`src/core/emst_pkg.sv`:
```
// Purpose: Shared constants and types for the external bus strobe timing block.
// Assumes: One system clock at 20 MHz; the timing register sits on the byte-wide special register port.
// Notes:   Field layout of the timing register follows the packed struct below, msb first.
//
// Behaviour
// - Insert a setup interval of 0 to 3 clocks before every strobe.
// - Strobe stays active for the width field plus one clocks, 1 to 16.
// - Read and write strobes share one width setting.
// - Address and control stay stable 0 to 3 clocks after the strobe.
// - Hold selection occupies bits 1:0 of the timing register.
// - All intervals are counted in whole system clock periods.
package emst_pkg;

  // Byte address of the timing register on the special register port.
  localparam logic [7:0] EMST_TC_ADDR      = 8'haf;
  // All fields come out of reset at their longest setting.
  localparam logic [7:0] EMST_TC_RESET     = 8'hff;
  localparam int         EMST_SETUP_LSB    = 6;
  localparam int         EMST_WIDTH_LSB    = 2;
  localparam int         EMST_HOLD_LSB     = 0;

  // One interval unit is one system clock period.
  localparam int         EMST_CLK_PERIOD_NS = 50;
  localparam int         EMST_UNIT_NS       = 50;
  localparam int         EMST_CYC_PER_UNIT  = (EMST_UNIT_NS + EMST_CLK_PERIOD_NS - 1) / EMST_CLK_PERIOD_NS;

  localparam logic [3:0] EMST_CNT_ZERO     = 4'h0;
  localparam logic [3:0] EMST_CNT_ONE      = 4'h1;
  localparam logic [4:0] EMST_RUN_ZERO     = 5'h00;

  typedef struct packed {
    logic [1:0] setup;   // addr_setup_sel
    logic [3:0] width;   // strobe_width_sel
    logic [1:0] hold;    // addr_hold_sel
  } emst_timing_s;

  typedef struct packed {
    logic        write;
    logic [15:0] addr;
    logic [7:0]  wdata;
  } emst_req_s;

  typedef enum logic [1:0] {
    ST_IDLE,
    ST_SETUP,
    ST_STROBE,
    ST_HOLD
  } emst_state_e;

endpackage

```
`src/core/emst_phase_timer.sv`:
```
// Purpose: Down counter that times one phase of an external bus cycle.
// Assumes: Loaded with phase length minus one on the edge that enters the phase.
// Notes:   zero is combinational; the caller registers anything that leaves the block.
`timescale 1ns/10ps
module emst_phase_timer (
  input  wire logic       clk,       // System clock.
  input  wire logic       rst_b,     // Asynchronous reset, active low.
  input  wire logic       load,      // Start a new phase.
  input  wire logic [3:0] load_val,  // Phase length minus one.
  output logic            zero       // Last cycle of the current phase.
);
  import emst_pkg::*;

  logic [3:0] cnt_ff;

  // One count per clock period, no prescaler.
  always_ff @(posedge clk or negedge rst_b) begin
    if (!rst_b) begin
      cnt_ff <= EMST_CNT_ZERO;
    end else if (load) begin
      cnt_ff <= load_val;
    end else if (cnt_ff != EMST_CNT_ZERO) begin
      cnt_ff <= cnt_ff - EMST_CNT_ONE;
    end
  end

  assign zero = (cnt_ff == EMST_CNT_ZERO);

endmodule

```
`src/core/emst_ctrl.sv`:
```
// Purpose: Sequencer for external bus cycles with programmable setup, strobe width and hold.
// Assumes: Core requests come from logic on clk; read data arrives from a pin and is synchronised.
// Notes:   A new request is taken only while idle; requests made while busy are ignored.
`timescale 1ns/10ps
module emst_ctrl (
  input  wire logic             clk,          // System clock, 20 MHz.
  input  wire logic             rst_b,        // Asynchronous reset, active low.
  input  wire logic [7:0]       sfr_addr,     // Special register address.
  input  wire logic             sfr_wr,       // Register write strobe, one cycle.
  input  wire logic             sfr_rd,       // Register read strobe, one cycle.
  input  wire logic [7:0]       sfr_wdata,    // Register write data.
  output logic      [7:0]       sfr_rdata,    // Register read data, valid the cycle after sfr_rd.
  input  wire logic             req_valid,    // Start a bus cycle, taken while idle.
  input  wire emst_pkg::emst_req_s req,       // Direction, address and write data.
  output logic                  busy,         // A bus cycle is in progress.
  output logic                  done,         // One-cycle pulse after the cycle ends.
  output logic      [7:0]       rd_data,      // Data captured by the last read.
  output logic      [15:0]      mem_addr,     // External address.
  output logic                  mem_rd_b,     // Read strobe, active low.
  output logic                  mem_wr_b,     // Write strobe, active low.
  output logic      [7:0]       mem_dout,     // Data bus output.
  output logic                  mem_doe,      // Data bus output enable, high while driving.
  input  wire logic [7:0]       mem_din       // Data bus input from the pin.
);
  import emst_pkg::*;

  emst_timing_s ctl_ff;
  emst_timing_s lat_ff;
  emst_req_s    req_ff;
  emst_state_e  state_ff;
  emst_state_e  nxt_state;
  logic [7:0]   sfr_rdata_ff;
  logic         busy_ff;
  logic         done_ff;
  logic [7:0]   rd_data_ff;
  logic [15:0]  mem_addr_ff;
  logic         mem_rd_b_ff;
  logic         mem_wr_b_ff;
  logic [7:0]   mem_dout_ff;
  logic         mem_doe_ff;
  logic [7:0]   din_meta_ff;
  logic [7:0]   din_sync_ff;
  logic         take;
  logic         finish;
  logic         tmr_load;
  logic [3:0]   tmr_val;
  logic         tmr_zero;
  logic         tc_hit_wr;
  logic         tc_hit_rd;
  logic [4:0]   run_len_ff;

  function automatic logic tc_hit(input logic [7:0] addr);
    tc_hit = (addr == EMST_TC_ADDR);
  endfunction

  assign tc_hit_wr = sfr_wr && tc_hit(sfr_addr);
  assign tc_hit_rd = sfr_rd && tc_hit(sfr_addr);

  ////////////////////////////////////////////////////////////////////////////////
  // Timing register.

  // The struct places setup in 7:6, width in 5:2 and hold in 1:0.
  always_ff @(posedge clk or negedge rst_b) begin
    if (!rst_b) begin
      ctl_ff <= EMST_TC_RESET;
    end else if (tc_hit_wr) begin
      ctl_ff <= sfr_wdata;
    end
  end

  // Other addresses belong to other blocks, so this port answers zero to them.
  always_ff @(posedge clk or negedge rst_b) begin
    if (!rst_b) begin
      sfr_rdata_ff <= 8'h00;
    end else if (tc_hit_rd) begin
      sfr_rdata_ff <= ctl_ff;
    end else begin
      sfr_rdata_ff <= 8'h00;
    end
  end

  a_hold_bits : assert property (@(posedge clk) disable iff (!rst_b)
    tc_hit_wr |=> (ctl_ff.hold == $past(sfr_wdata[1:0])) && (sfr_rdata_ff == 8'h00 || $past(sfr_rd)))
    else $error("hold field not taken from bits 1:0");

  ////////////////////////////////////////////////////////////////////////////////
  // Read data synchroniser.

  // The data pins change outside our control, so two flops sit before capture.
  // A limitation: read data must be valid two clocks before the strobe ends.
  always_ff @(posedge clk or negedge rst_b) begin
    if (!rst_b) begin
      din_meta_ff <= 8'h00;
      din_sync_ff <= 8'h00;
    end else begin
      din_meta_ff <= mem_din;
      din_sync_ff <= din_meta_ff;
    end
  end

  ////////////////////////////////////////////////////////////////////////////////
  // Phase sequencer.

  emst_phase_timer u_timer (
    .clk      (clk),
    .rst_b    (rst_b),
    .load     (tmr_load),
    .load_val (tmr_val),
    .zero     (tmr_zero)
  );

  always_comb begin
    nxt_state = state_ff;
    take      = 1'b0;
    finish    = 1'b0;
    tmr_load  = 1'b0;
    tmr_val   = EMST_CNT_ZERO;
    case (state_ff)
      ST_IDLE: begin
        if (req_valid) begin
          take     = 1'b1;
          tmr_load = 1'b1;
          if (ctl_ff.setup != 2'h0) begin
            nxt_state = ST_SETUP;
            tmr_val   = {2'h0, ctl_ff.setup} - EMST_CNT_ONE;
          end else begin
            nxt_state = ST_STROBE;
            tmr_val   = ctl_ff.width;
          end
        end
      end
      ST_SETUP: begin
        if (tmr_zero) begin
          nxt_state = ST_STROBE;
          tmr_load  = 1'b1;
          tmr_val   = lat_ff.width;
        end
      end
      ST_STROBE: begin
        if (tmr_zero) begin
          if (lat_ff.hold != 2'h0) begin
            nxt_state = ST_HOLD;
            tmr_load  = 1'b1;
            tmr_val   = {2'h0, lat_ff.hold} - EMST_CNT_ONE;
          end else begin
            nxt_state = ST_IDLE;
            finish    = 1'b1;
          end
        end
      end
      ST_HOLD: begin
        if (tmr_zero) begin
          nxt_state = ST_IDLE;
          finish    = 1'b1;
        end
      end
      default: begin
        nxt_state = ST_IDLE;
      end
    endcase
  end

  always_ff @(posedge clk or negedge rst_b) begin
    if (!rst_b) begin
      state_ff <= ST_IDLE;
    end else begin
      state_ff <= nxt_state;
    end
  end

  // Latching at the start keeps a register write mid-cycle from tearing the cycle.
  always_ff @(posedge clk or negedge rst_b) begin
    if (!rst_b) begin
      lat_ff <= EMST_TC_RESET;
      req_ff <= '0;
    end else if (take) begin
      lat_ff <= ctl_ff;
      req_ff <= req;
    end
  end

  ////////////////////////////////////////////////////////////////////////////////
  // Pin and status outputs, all registered; only the strobes and busy come from the next state.

  always_ff @(posedge clk or negedge rst_b) begin
    if (!rst_b) begin
      mem_addr_ff <= 16'h0000;
      mem_dout_ff <= 8'h00;
    end else if (take) begin
      mem_addr_ff <= req.addr;
      mem_dout_ff <= req.wdata;
    end
  end

  // Both strobes are driven from the same phase, so their width cannot differ.
  always_ff @(posedge clk or negedge rst_b) begin
    if (!rst_b) begin
      mem_rd_b_ff <= 1'b1;
      mem_wr_b_ff <= 1'b1;
    end else begin
      mem_rd_b_ff <= !((nxt_state == ST_STROBE) && !(take ? req.write : req_ff.write));
      mem_wr_b_ff <= !((nxt_state == ST_STROBE) && (take ? req.write : req_ff.write));
    end
  end

  always_ff @(posedge clk or negedge rst_b) begin
    if (!rst_b) begin
      mem_doe_ff <= 1'b0;
    end else if (take) begin
      mem_doe_ff <= req.write;
    end else if (finish) begin
      mem_doe_ff <= 1'b0;
    end
  end

  always_ff @(posedge clk or negedge rst_b) begin
    if (!rst_b) begin
      busy_ff <= 1'b0;
      done_ff <= 1'b0;
    end else begin
      busy_ff <= (nxt_state != ST_IDLE);
      done_ff <= finish;
    end
  end

  always_ff @(posedge clk or negedge rst_b) begin
    if (!rst_b) begin
      rd_data_ff <= 8'h00;
    end else if ((state_ff == ST_STROBE) && tmr_zero && !req_ff.write) begin
      rd_data_ff <= din_sync_ff;
    end
  end

  assign sfr_rdata = sfr_rdata_ff;
  assign busy      = busy_ff;
  assign done      = done_ff;
  assign rd_data   = rd_data_ff;
  assign mem_addr  = mem_addr_ff;
  assign mem_rd_b  = mem_rd_b_ff;
  assign mem_wr_b  = mem_wr_b_ff;
  assign mem_dout  = mem_dout_ff;
  assign mem_doe   = mem_doe_ff;

  ////////////////////////////////////////////////////////////////////////////////
  // Checks.

  // Cycles spent so far in the current phase.
  always_ff @(posedge clk or negedge rst_b) begin
    if (!rst_b) begin
      run_len_ff <= EMST_RUN_ZERO;
    end else if (nxt_state != state_ff) begin
      run_len_ff <= EMST_RUN_ZERO;
    end else begin
      run_len_ff <= run_len_ff + 5'h01;
    end
  end

  a_setup_len : assert property (@(posedge clk) disable iff (!rst_b)
    (state_ff == ST_SETUP && nxt_state != ST_SETUP) |-> (run_len_ff + 5'h01 == {3'h0, lat_ff.setup}))
    else $error("setup interval length wrong");

  a_strobe_len : assert property (@(posedge clk) disable iff (!rst_b)
    (state_ff == ST_STROBE && nxt_state != ST_STROBE) |-> (run_len_ff == {1'b0, lat_ff.width}))
    else $error("strobe width wrong");

  a_shared_strobe : assert property (@(posedge clk) disable iff (!rst_b)
    ((mem_rd_b_ff && mem_wr_b_ff) == (state_ff != ST_STROBE)) && (mem_rd_b_ff || mem_wr_b_ff))
    else $error("strobe not tied to strobe phase");

  a_hold_len : assert property (@(posedge clk) disable iff (!rst_b)
    (state_ff == ST_HOLD && nxt_state != ST_HOLD) |-> (run_len_ff + 5'h01 == {3'h0, lat_ff.hold}))
    else $error("hold interval length wrong");

  a_addr_stable : assert property (@(posedge clk) disable iff (!rst_b)
    (busy_ff && $past(busy_ff) && !$past(take)) |-> $stable(mem_addr_ff) && $stable(mem_doe_ff))
    else $error("address moved during a cycle");

  a_phase_order : assert property (@(posedge clk) disable iff (!rst_b)
    (state_ff == ST_STROBE) |=> (state_ff inside {ST_STROBE, ST_HOLD, ST_IDLE}) && (state_ff != ST_SETUP))
    else $error("phase order broken");

  a_fields_fixed : assert property (@(posedge clk) disable iff (!rst_b)
    (busy_ff && !take) |=> $stable(lat_ff))
    else $error("fields changed mid cycle");

  a_done_pulse : assert property (@(posedge clk) disable iff (!rst_b)
    finish |=> done_ff && !busy_ff ##1 !done_ff)
    else $error("done pulse wrong");

endmodule

```
`config.mk`:
```
export PLATFORM = sky130hd
export DESIGN_NAME = emst_ctrl
export DESIGN_NICKNAME = d
export VERILOG_FILES = /design/src/core/emst_pkg.sv /design/src/core/emst_phase_timer.sv /design/src/core/emst_ctrl.sv
export SDC_FILE = /design/constraint.sdc
export NUM_CORES = 1
export LEC_CHECK = 0
export BUFFER_PORTS_ARGS = -buffer_cell sky130_fd_sc_hd__buf_4
export CORE_MARGIN = 3
export CORE_UTILIZATION = 54
export CTS_CLUSTER_DIAMETER = 150
export DETAILED_ROUTE_END_ITERATION = 10
export GPL_TIMING_DRIVEN = 0
export PLACE_DENSITY = 0.95
export SKIP_CTS_REPAIR_TIMING = 1
export SYNTH_ARGS = -nofsm -noshare
export SYNTH_HDL_FRONTEND = slang
export SYNTH_SLANG_ARGS = --single-unit
```
`constraint.sdc`:
```
create_clock -name clk -period 3.48 [get_ports clk]
set_clock_uncertainty 0.05 [all_clocks]
set_input_delay 0.348 -clock clk [delete_from_list [all_inputs] [get_ports clk]]
set_output_delay 0.348 -clock clk [all_outputs]
set_load 0.05 [all_outputs]
```
==> flow_summary.ini, run 1 <==
[timing]
tightest_slew_ns = 0.971
post-route-min-period_ns = 1.86
slew_viol_final = 0
clock.fmax_mhz = 536
setup_viol = 0
post-route-period-util = 0.536
tns_ns = 0
rsz0062_at_grt = no
slew_headroom = 0.352
final-hold-violation-count = 0
setup_slack_ns = 1.62

[global_route]
grt_max_degree = 83
grt_pass1_vias = 2084
antenna_found_initial = 0
overflow = 0
grt_pass1_wl_mm = 9.46
grt_usage = 0.189

[yosys]
synth_compound_area_frac = 0.0568
syn_area_mm2 = 0.00313
synth.distinct_cells = 38
synth_seq_cells = 82
synth_top_area_share = 0.528
ys.flop_type = dfrtp_1
yosys-top-cells-area = dfrtp_1, mux2_2, dfstp_2, and3_1, nor3b_4
synth_area_leader_cell = dfrtp_1
yosysSeqAreaShare = 0.663
syn_inst = 207
yosysMostFrequentCell = dfrtp_1
synth_top_family_by_area = multiplexers
synth_mux_area_frac = 0.162
synth_commonest_cells = dfrtp_1, mux2_2, dfstp_2
synth_area_per_cell_um2 = 15.1
synth_nets = 263
synth_xor_area_frac = 0
synthSimpleGateAreaFrac = 0.0936
yosysWarnings = 0
yosys.area_share.adder = 0.00800
async_flop_share = 1.00
synth_edf_count = 0

[place]
dp_hpwl_mm = 4.32
placedCellCount = 377
gp_congestion = 0.846
port_buffers = 98
place_ws_ns = 1.61
placed_area_mm2 = 0.00395

[critical_path]
slowest_delay_ns = 0.44
path_depth = 5
rr_worst_depth = 5
worstPathCellList = inv_1 > ha_1 > nor3b_4 > nand3_4 > mux2_2
cp_max_fo = 9
critical_path_arrival_ns = 2.04
path_class = register to register
cp-start-kind = register
slowest_stage = nor3b_4
path_buf_inv = 1
end_kind = register
critPathRequiredTime_ns = 3.66
crit_family = simple AND/OR/NAND/NOR gates

[cts]
cts_max_level = 3
clock_latency_ns = 0.34
clock-root-buffer = clkbuf_8
cts_buffer_depth = 2
cts_tree = done
cts_buffers = 9
clock-sinks = 82
path_clk_slew_ns = 0.08

[finish]
fin_area_mm2 = 0.00420
diodes = 0
drive_gt1_frac = 0.592
nNetsFinal = 372
fin_cells = 393
area_growth_pct = 34.4

[floorplan]
die-area_mm2 = 0.00674
start_util = 0.564
design.core.area_mm2 = 0.00554
die_y_um = 82.1
rows = 27
die_w_um = 82.1
num_io_pins = 99

[worst_hold_path]
hold_class = input port to register
holdPathStages = 1

[drt]
first_pass_iters = 4
vias = 2085
drcViolationCount = 0
viasPerCell = 5.31
ant_nets = 0
finalWirelength_mm = 6.11
drt-initial-drc-count = 117
drt-wirelength-per-cell_um = 15.5

[pwr]
power_w = 0.00413
total_leakage_power_nw = 2.01
ir_drop_uv = 712
power_density_mw_per_mm2 = 984

[status]
status = complete, no violations

[job]
drv_cap = 0
stage by stage:
step                utilization  hold WS, ns
finish                    0.759       0.0605
global route              0.759       0.0410
global placement          0.713        0.282
detailed placement        0.713        0.290
CTS                       0.759       0.0497
floorplan                     -      0.00241
report_power, final:
part           internal, W  switching [W]
logic             0.000695        0.00119
clock network     0.000499       0.000335
registers          0.00126       0.000155
logic make-up after synthesis:
kind of cell | after synthesis
AO/OA/AOI/OAI | 25
buffers and inverters | 10
multiplexers | 45
AND/OR/NAND/NOR | 43
flip-flops | 82
adder cells (fa/ha/maj) | 2
cells in the final DEF (no fill, tap or decap), types with 2 or more instances in the layout:
cell type and instances:
nand2_1 5, mux2_2 45, bufinv_16 3, a21oi_1 5, a211o_1 2, and3_1 10, buf_2 3, nand3b_1 2
nor3b_4 2, o21ai_0 6, buf_4 101, nor2_1 4, dfrtp_1 66, ha_1 2, a32oi_1 3, clkbuf_8 10
nand2b_1 4, inv_1 4, nor3_1 4, dfstp_2 16, o21bai_1 2
flip-flops by register name, indices dropped and copies added (netlist names):
name,count
done,1
mem_dout,8
busy,1
mem_doe,1
rd_data,8
din_meta_ff,8
lat_ff,6
mem_rd_b,1
mem_addr,16
mem_wr_b,1
ctl_ff,8
din_sync_ff,8
sfr_rdata,8
req_ff,1
u_timer.cnt_ff,4
state_ff,2
worst paths after layout:
kind	end	slack, ns	from
max	rd_data[7]	1.62	u_timer.cnt_ff[0]
min	din_meta_ff[3]	0.06	mem_din[3]
max reg2reg	rd_data[7]	1.62	u_timer.cnt_ff[0]
min reg2reg	din_sync_ff[3]	0.30	din_meta_ff[3]
max in group asynchronous	mem_addr[12]	2.64	rst_b
min in group asynchronous	sfr_rdata[0]	0.10	rst_b
cell type report:
class	count	area, µm²
Tap cell	72	90.1
Timing Repair Buffer	98	736
Clock buffer	10	138
Fill cell	359	1340
Buffer	6	37.5
Clock inverter	6	113
Sequential cell	82	2070
Inverter	4	15.0
Multi-Input combinational cell	115	1000
worst reg2reg max path, cell delays in order, from the launching register on:
cell and delay [ns]:
dfrtp_1 0.42, inv_1 0.09, ha_1 0.20, nor3b_4 0.44
nand3_4 0.23, mux2_2 0.33
routing by layer:
metal / GRT usage / wire, µm
met1: 0.226 / 2360
met4: 0.0764 / 114
met3: 0.0499 / 431
met2: 0.324 / 3200
met5: 0 / 0
Note: power is estimated with default switching activity, not from simulation.
==> run 2, diff against run 1 <==
CORE_UTILIZATION = 50   (was 54)
PLACE_DENSITY = 0.9   (was 0.95)
clock period = 1.8 ns   (was 3.48 ns; I/O delays follow)
==> run 2 against run 1 <==
Critical path depth grew 1. The run now ends with negative hold slack left. Via count rose by 1.9%. Final cell count increased by 4.1%. Die area rose by 7.4%. Global-route usage decreased by 0.59 points. Critical endpoint is now mem_wr_b. Hold slack got worse by 0.11 ns. Register-to-register slack got worse by 1.5 ns. Largest power group unchanged. Combinational power up 100%. Sequential power up 94%. Utilization fell by 4.8 points. Sequential cell count is the same. Setup slack lost 1.5 ns.
==> flow_summary.ini, run 2 (synthesis gave the netlist of run 1 again) <==
[status]
status = finished, violations left
failed_checks = negative hold slack

[drt]
drt-initial-drc-count = 81
vias = 2125
finalWirelength_mm = 6.35
ant_nets = 0
viasPerCell = 5.20
drcViolationCount = 0
drt-wirelength-per-cell_um = 15.5
first_pass_iters = 4

[floorplan]
die_w_um = 85.1
design.core.area_mm2 = 0.00599
rows = 28
start_util = 0.522
die-area_mm2 = 0.00724
num_io_pins = 99
die_y_um = 85.1

[critical_path]
cp_max_fo = 4
end_kind = register
slowest_stage = or3b_4
path_class = register to register
cp-startpoint = u_timer.cnt_ff[1]
cp-start-kind = register
rr_worst_depth = 6
regToRegSetupSlack_ns = 0.07
r2r_end = mem_wr_b
critical_path_arrival_ns = 1.94
critPathRequiredTime_ns = 2.01
crit-reg2reg-launch = u_timer.cnt_ff[1]
worstPathCellList = inv_1 > ha_2 > or3b_4 > and2_4 > a211oi_2 > nand2_1
slowest_delay_ns = 0.42
endpoint = mem_wr_b

[finish]
drive_gt1_frac = 0.587
largest_reg_flops = 16
layout_common_cells = buf_4, dfrtp_1, mux2_2, dfstp_2, and3_1
fill_cells = 419
post-route-util = 0.710
area_growth_pct = 36.1
multi_input_comb_area_mm2 = 0.00100
diodes = 0
seqCellArea_mm2 = 0.00207
fin_cells = 409
nNetsFinal = 385
final_common_cell = buf_4

[cts]
cts_tree = done
cts_buffer_depth = 2
clock-sinks = 82
path_clk_slew_ns = 0.08
cts_buffers = 9
cts_max_level = 3
clock-root-buffer = clkbuf_8
clock_latency_ns = 0.34

[global_route]
grt_max_degree = 83
grt_pass1_vias = 2243
grt_usage = 0.183
antenna_found_initial = 0
grt_pass1_wl_mm = 10.4
overflow = 0

[timing]
setup_viol = 0
slew_viol_final = 0
tightest_slew_ns = 0.969
setup_slack_ns = 0.0705
slew_headroom = 0.354
timing.hold.ws_ns = -0.0488
clock.fmax_mhz = 578
post-route-min-period_ns = 1.73
final-hold-violation-count = 66
post-route-period-util = 0.961

[pwr]
total_leakage_power_nw = 2.02
ir_drop_uv = 1150
power_w = 0.00770
power_density_mw_per_mm2 = 1810

[place]
dp_hpwl_mm = 4.40
placedCellCount = 380
port_buffers = 98
place_ws_ns = -0.0866
gp_congestion = 0.865

[worst_hold_path]
hold_class = input port to async pin

[job]
drv_cap = 0
==> run 2: cell types whose count changed in the layout (fill, tap and decap cells not counted) <==
cell           change
ha_1               -1
bufinv_16          -3
clkbuf_8           -1
ha_2               +1
buf_4              +5
dlygate4sd3_1      +8
clkinvlp_4         +3
inv_6              +1
==> run 2: worst min-delay path by stage <==
stage	from	endpoint	slack, ns
after floorplan	rst_b	busy	-0.17
after global placement	mem_din[0]	din_meta_ff[0]	0.24
after detailed placement	mem_din[1]	din_meta_ff[1]	0.24
after CTS	mem_din[0]	din_meta_ff[0]	-0.13
after global routing	sfr_wdata[2]	ctl_ff[2]	0.002
final	rst_b	sfr_rdata[0]	-0.05
==> run 2: metrics by stage <==
| step | setup TNS (ns) | instance area (µm²) |
|---|---|---|
| 3_5_place_dp | -0.614 | 3960 |
| 4_1_cts | -0.678 | 4130 |
| 6_report | 0 | 4250 |
| 2_1_floorplan | 0 | 3130 |
| 5_1_grt | -0.0245 | 4250 |
| 3_3_place_gp | -0.0835 | 3960 |
==> run 2: final cells by class <==
cell class / count / share of cell area
Tap cell: 75 / 0.0221
Timing Repair Buffer: 111 / 0.201
Clock inverter: 7 / 0.0126
Buffer: 6 / 0.00882
Multi-Input combinational cell: 115 / 0.236
Inverter: 4 / 0.00353
Sequential cell: 82 / 0.487
Clock buffer: 9 / 0.0291
==> run 2: routing by layer <==
metal | up-vias | track usage | part of all wire
met4 | 0 | 0.0705 | 0.018
met1 | 1054 | 0.224 | 0.40
met2 | 79 | 0.306 | 0.52
li1 | 980 | - | -
met3 | 12 | 0.0534 | 0.069
met5 | - | 0 | 0
==> run 2: power breakdown <==
part,switching (W),internal [W]
Sequential,0.000305,0.00243
Combinational,0.00235,0.00143
Clock,0.000681,0.000510
==> run 2: worst max-delay path, delay by kind of cell (launching register included) <==
family                   cells  cell delay [ns]
AND/OR/NAND/NOR              3             0.68
flip-flops                   1             0.41
AO/OA/AOI/OAI                1             0.22
adder cells (fa/ha/maj)      1             0.21
buffers and inverters        1             0.09
==> run 3, diff against run 2 <==
clock period = 1.6 ns   (was 1.8 ns; I/O delays follow)
==> run 3 against run 2 <==
Largest cell class unchanged. Global-route usage decreased by 0.20 points. Sequential power grew 14%. First-iteration DRC count is 16% higher. Critical path depth shrank 1. Design area grew 9.9%. Utilization is 7.1 points higher. Clock power up 14%. Hold slack better by 0.052 ns. The flow finishes with violations (negative setup slack). Setup slack lost 0.098 ns.
==> flow_summary.ini, run 3 (synthesis gave the netlist of run 1 again) <==
[floorplan]
design.core.area_mm2 = 0.00599
num_io_pins = 99
start_util = 0.522
die-area_mm2 = 0.00724
die_y_um = 85.1
rows = 28
die_w_um = 85.1

[critical_path]
cp-start-kind = register
path_class = register to register
slowest_stage = dfrtp_1
critical_path_arrival_ns = 1.81
worstPathCellList = inv_2 > ha_4 > nor3b_4 > nand3_4 > mux2_4
end_kind = register
cp_max_fo = 8
crit_family = simple AND/OR/NAND/NOR gates
path_buf_inv = 1
critPathRequiredTime_ns = 1.78
slowest_delay_ns = 0.40

[cts]
cts_buffer_depth = 2
clock-root-buffer = clkbuf_8
cts_buffers = 9
clock_latency_ns = 0.35
path_clk_slew_ns = 0.08
cts_tree = done
clock-sinks = 82
cts_max_level = 3

[timing]
setup_viol = 2
slew_headroom = 0.343
setup_slack_ns = -0.0277
rsz0062_at_grt = yes
slew_viol_final = 0
clock.fmax_mhz = 614
tightest_slew_ns = 0.985
final-hold-violation-count = 0
post-route-period-util = 1.02
timing.hold.ws_ns = 0.00321
tns_ns = -0.0291
post-route-min-period_ns = 1.63

[status]
status = finished, violations left
failed_checks = negative setup slack

[finish]
layout_common_cells = buf_4, dfrtp_1, mux2_2, dlygate4sd3_1, dfstp_2
final_common_cell = buf_4
fin_cells = 446
drive_gt1_frac = 0.553
diodes = 0
largest_reg_flops = 16
area_growth_pct = 49.6
nNetsFinal = 422

[global_route]
antenna_found_initial = 0
grt_pass1_wl_mm = 10.2
grt_max_degree = 83
overflow = 0
grt_pass1_vias = 2231
grt_usage = 0.181

[place]
place_ws_ns = -0.252
port_buffers = 98
dp_hpwl_mm = 4.34
gp_congestion = 0.874
placedCellCount = 380

[worst_hold_path]
hold_class = input port to register

[drt]
finalWirelength_mm = 7.06
drt-initial-drc-count = 94
drt-wirelength-per-cell_um = 15.8
ant_nets = 0
viasPerCell = 5.14
vias = 2291
first_pass_iters = 4
drcViolationCount = 0

[job]
drv_cap = 0

[pwr]
ir_drop_uv = 1280
power_density_mw_per_mm2 = 1930
total_leakage_power_nw = 2.21
power_w = 0.00903
[run 3: final timing paths]
path | slack [ns] | depth (start not counted) | from | endpoint
min | 0.003 | 2 | req[10] | mem_addr[2]
max reg2reg | -0.03 | 5 | u_timer.cnt_ff[1] | rd_data[4]
max | -0.03 | 5 | u_timer.cnt_ff[1] | rd_data[4]
max in group asynchronous | 0.40 | 2 | rst_b | mem_addr[4]
min in group asynchronous | 0.49 | 2 | rst_b | mem_addr[5]
min reg2reg | 0.30 | 0 | din_meta_ff[7] | din_sync_ff[7]
[run 3: per-stage QoR]
| step | instance area (µm²) | utilization |
|---|---|---|
| global route | 4680 | 0.781 |
| global placement | 3960 | 0.661 |
| finish | 4680 | 0.781 |
| floorplan | 3130 | - |
| CTS | 4140 | 0.690 |
| detailed placement | 3960 | 0.661 |
[run 3: final cells by class]
class / count / area (µm²)
clock inverter: 7 / 52.6
sequential: 82 / 2070
inverter: 4 / 15.0
buffer: 6 / 60.1
tap: 75 / 93.8
clock buffer: 9 / 124
fill: 350 / 1310
timing repair buffer: 148 / 1210
multi-input combinational: 115 / 1050
[run 3: power breakdown]
part / switching, W / internal (W)
logic: 0.00273 / 0.00185
registers: 0.000366 / 0.00273
clock network: 0.000786 / 0.000571
[run 3: layer usage]
layer  vias up  wire (µm)  global-route usage
met4         0        115              0.0820
met1      1142       2760               0.210
met5         -          0                   0
met2        86       3740               0.307
li1       1052          -                   -
met3        11        442              0.0563
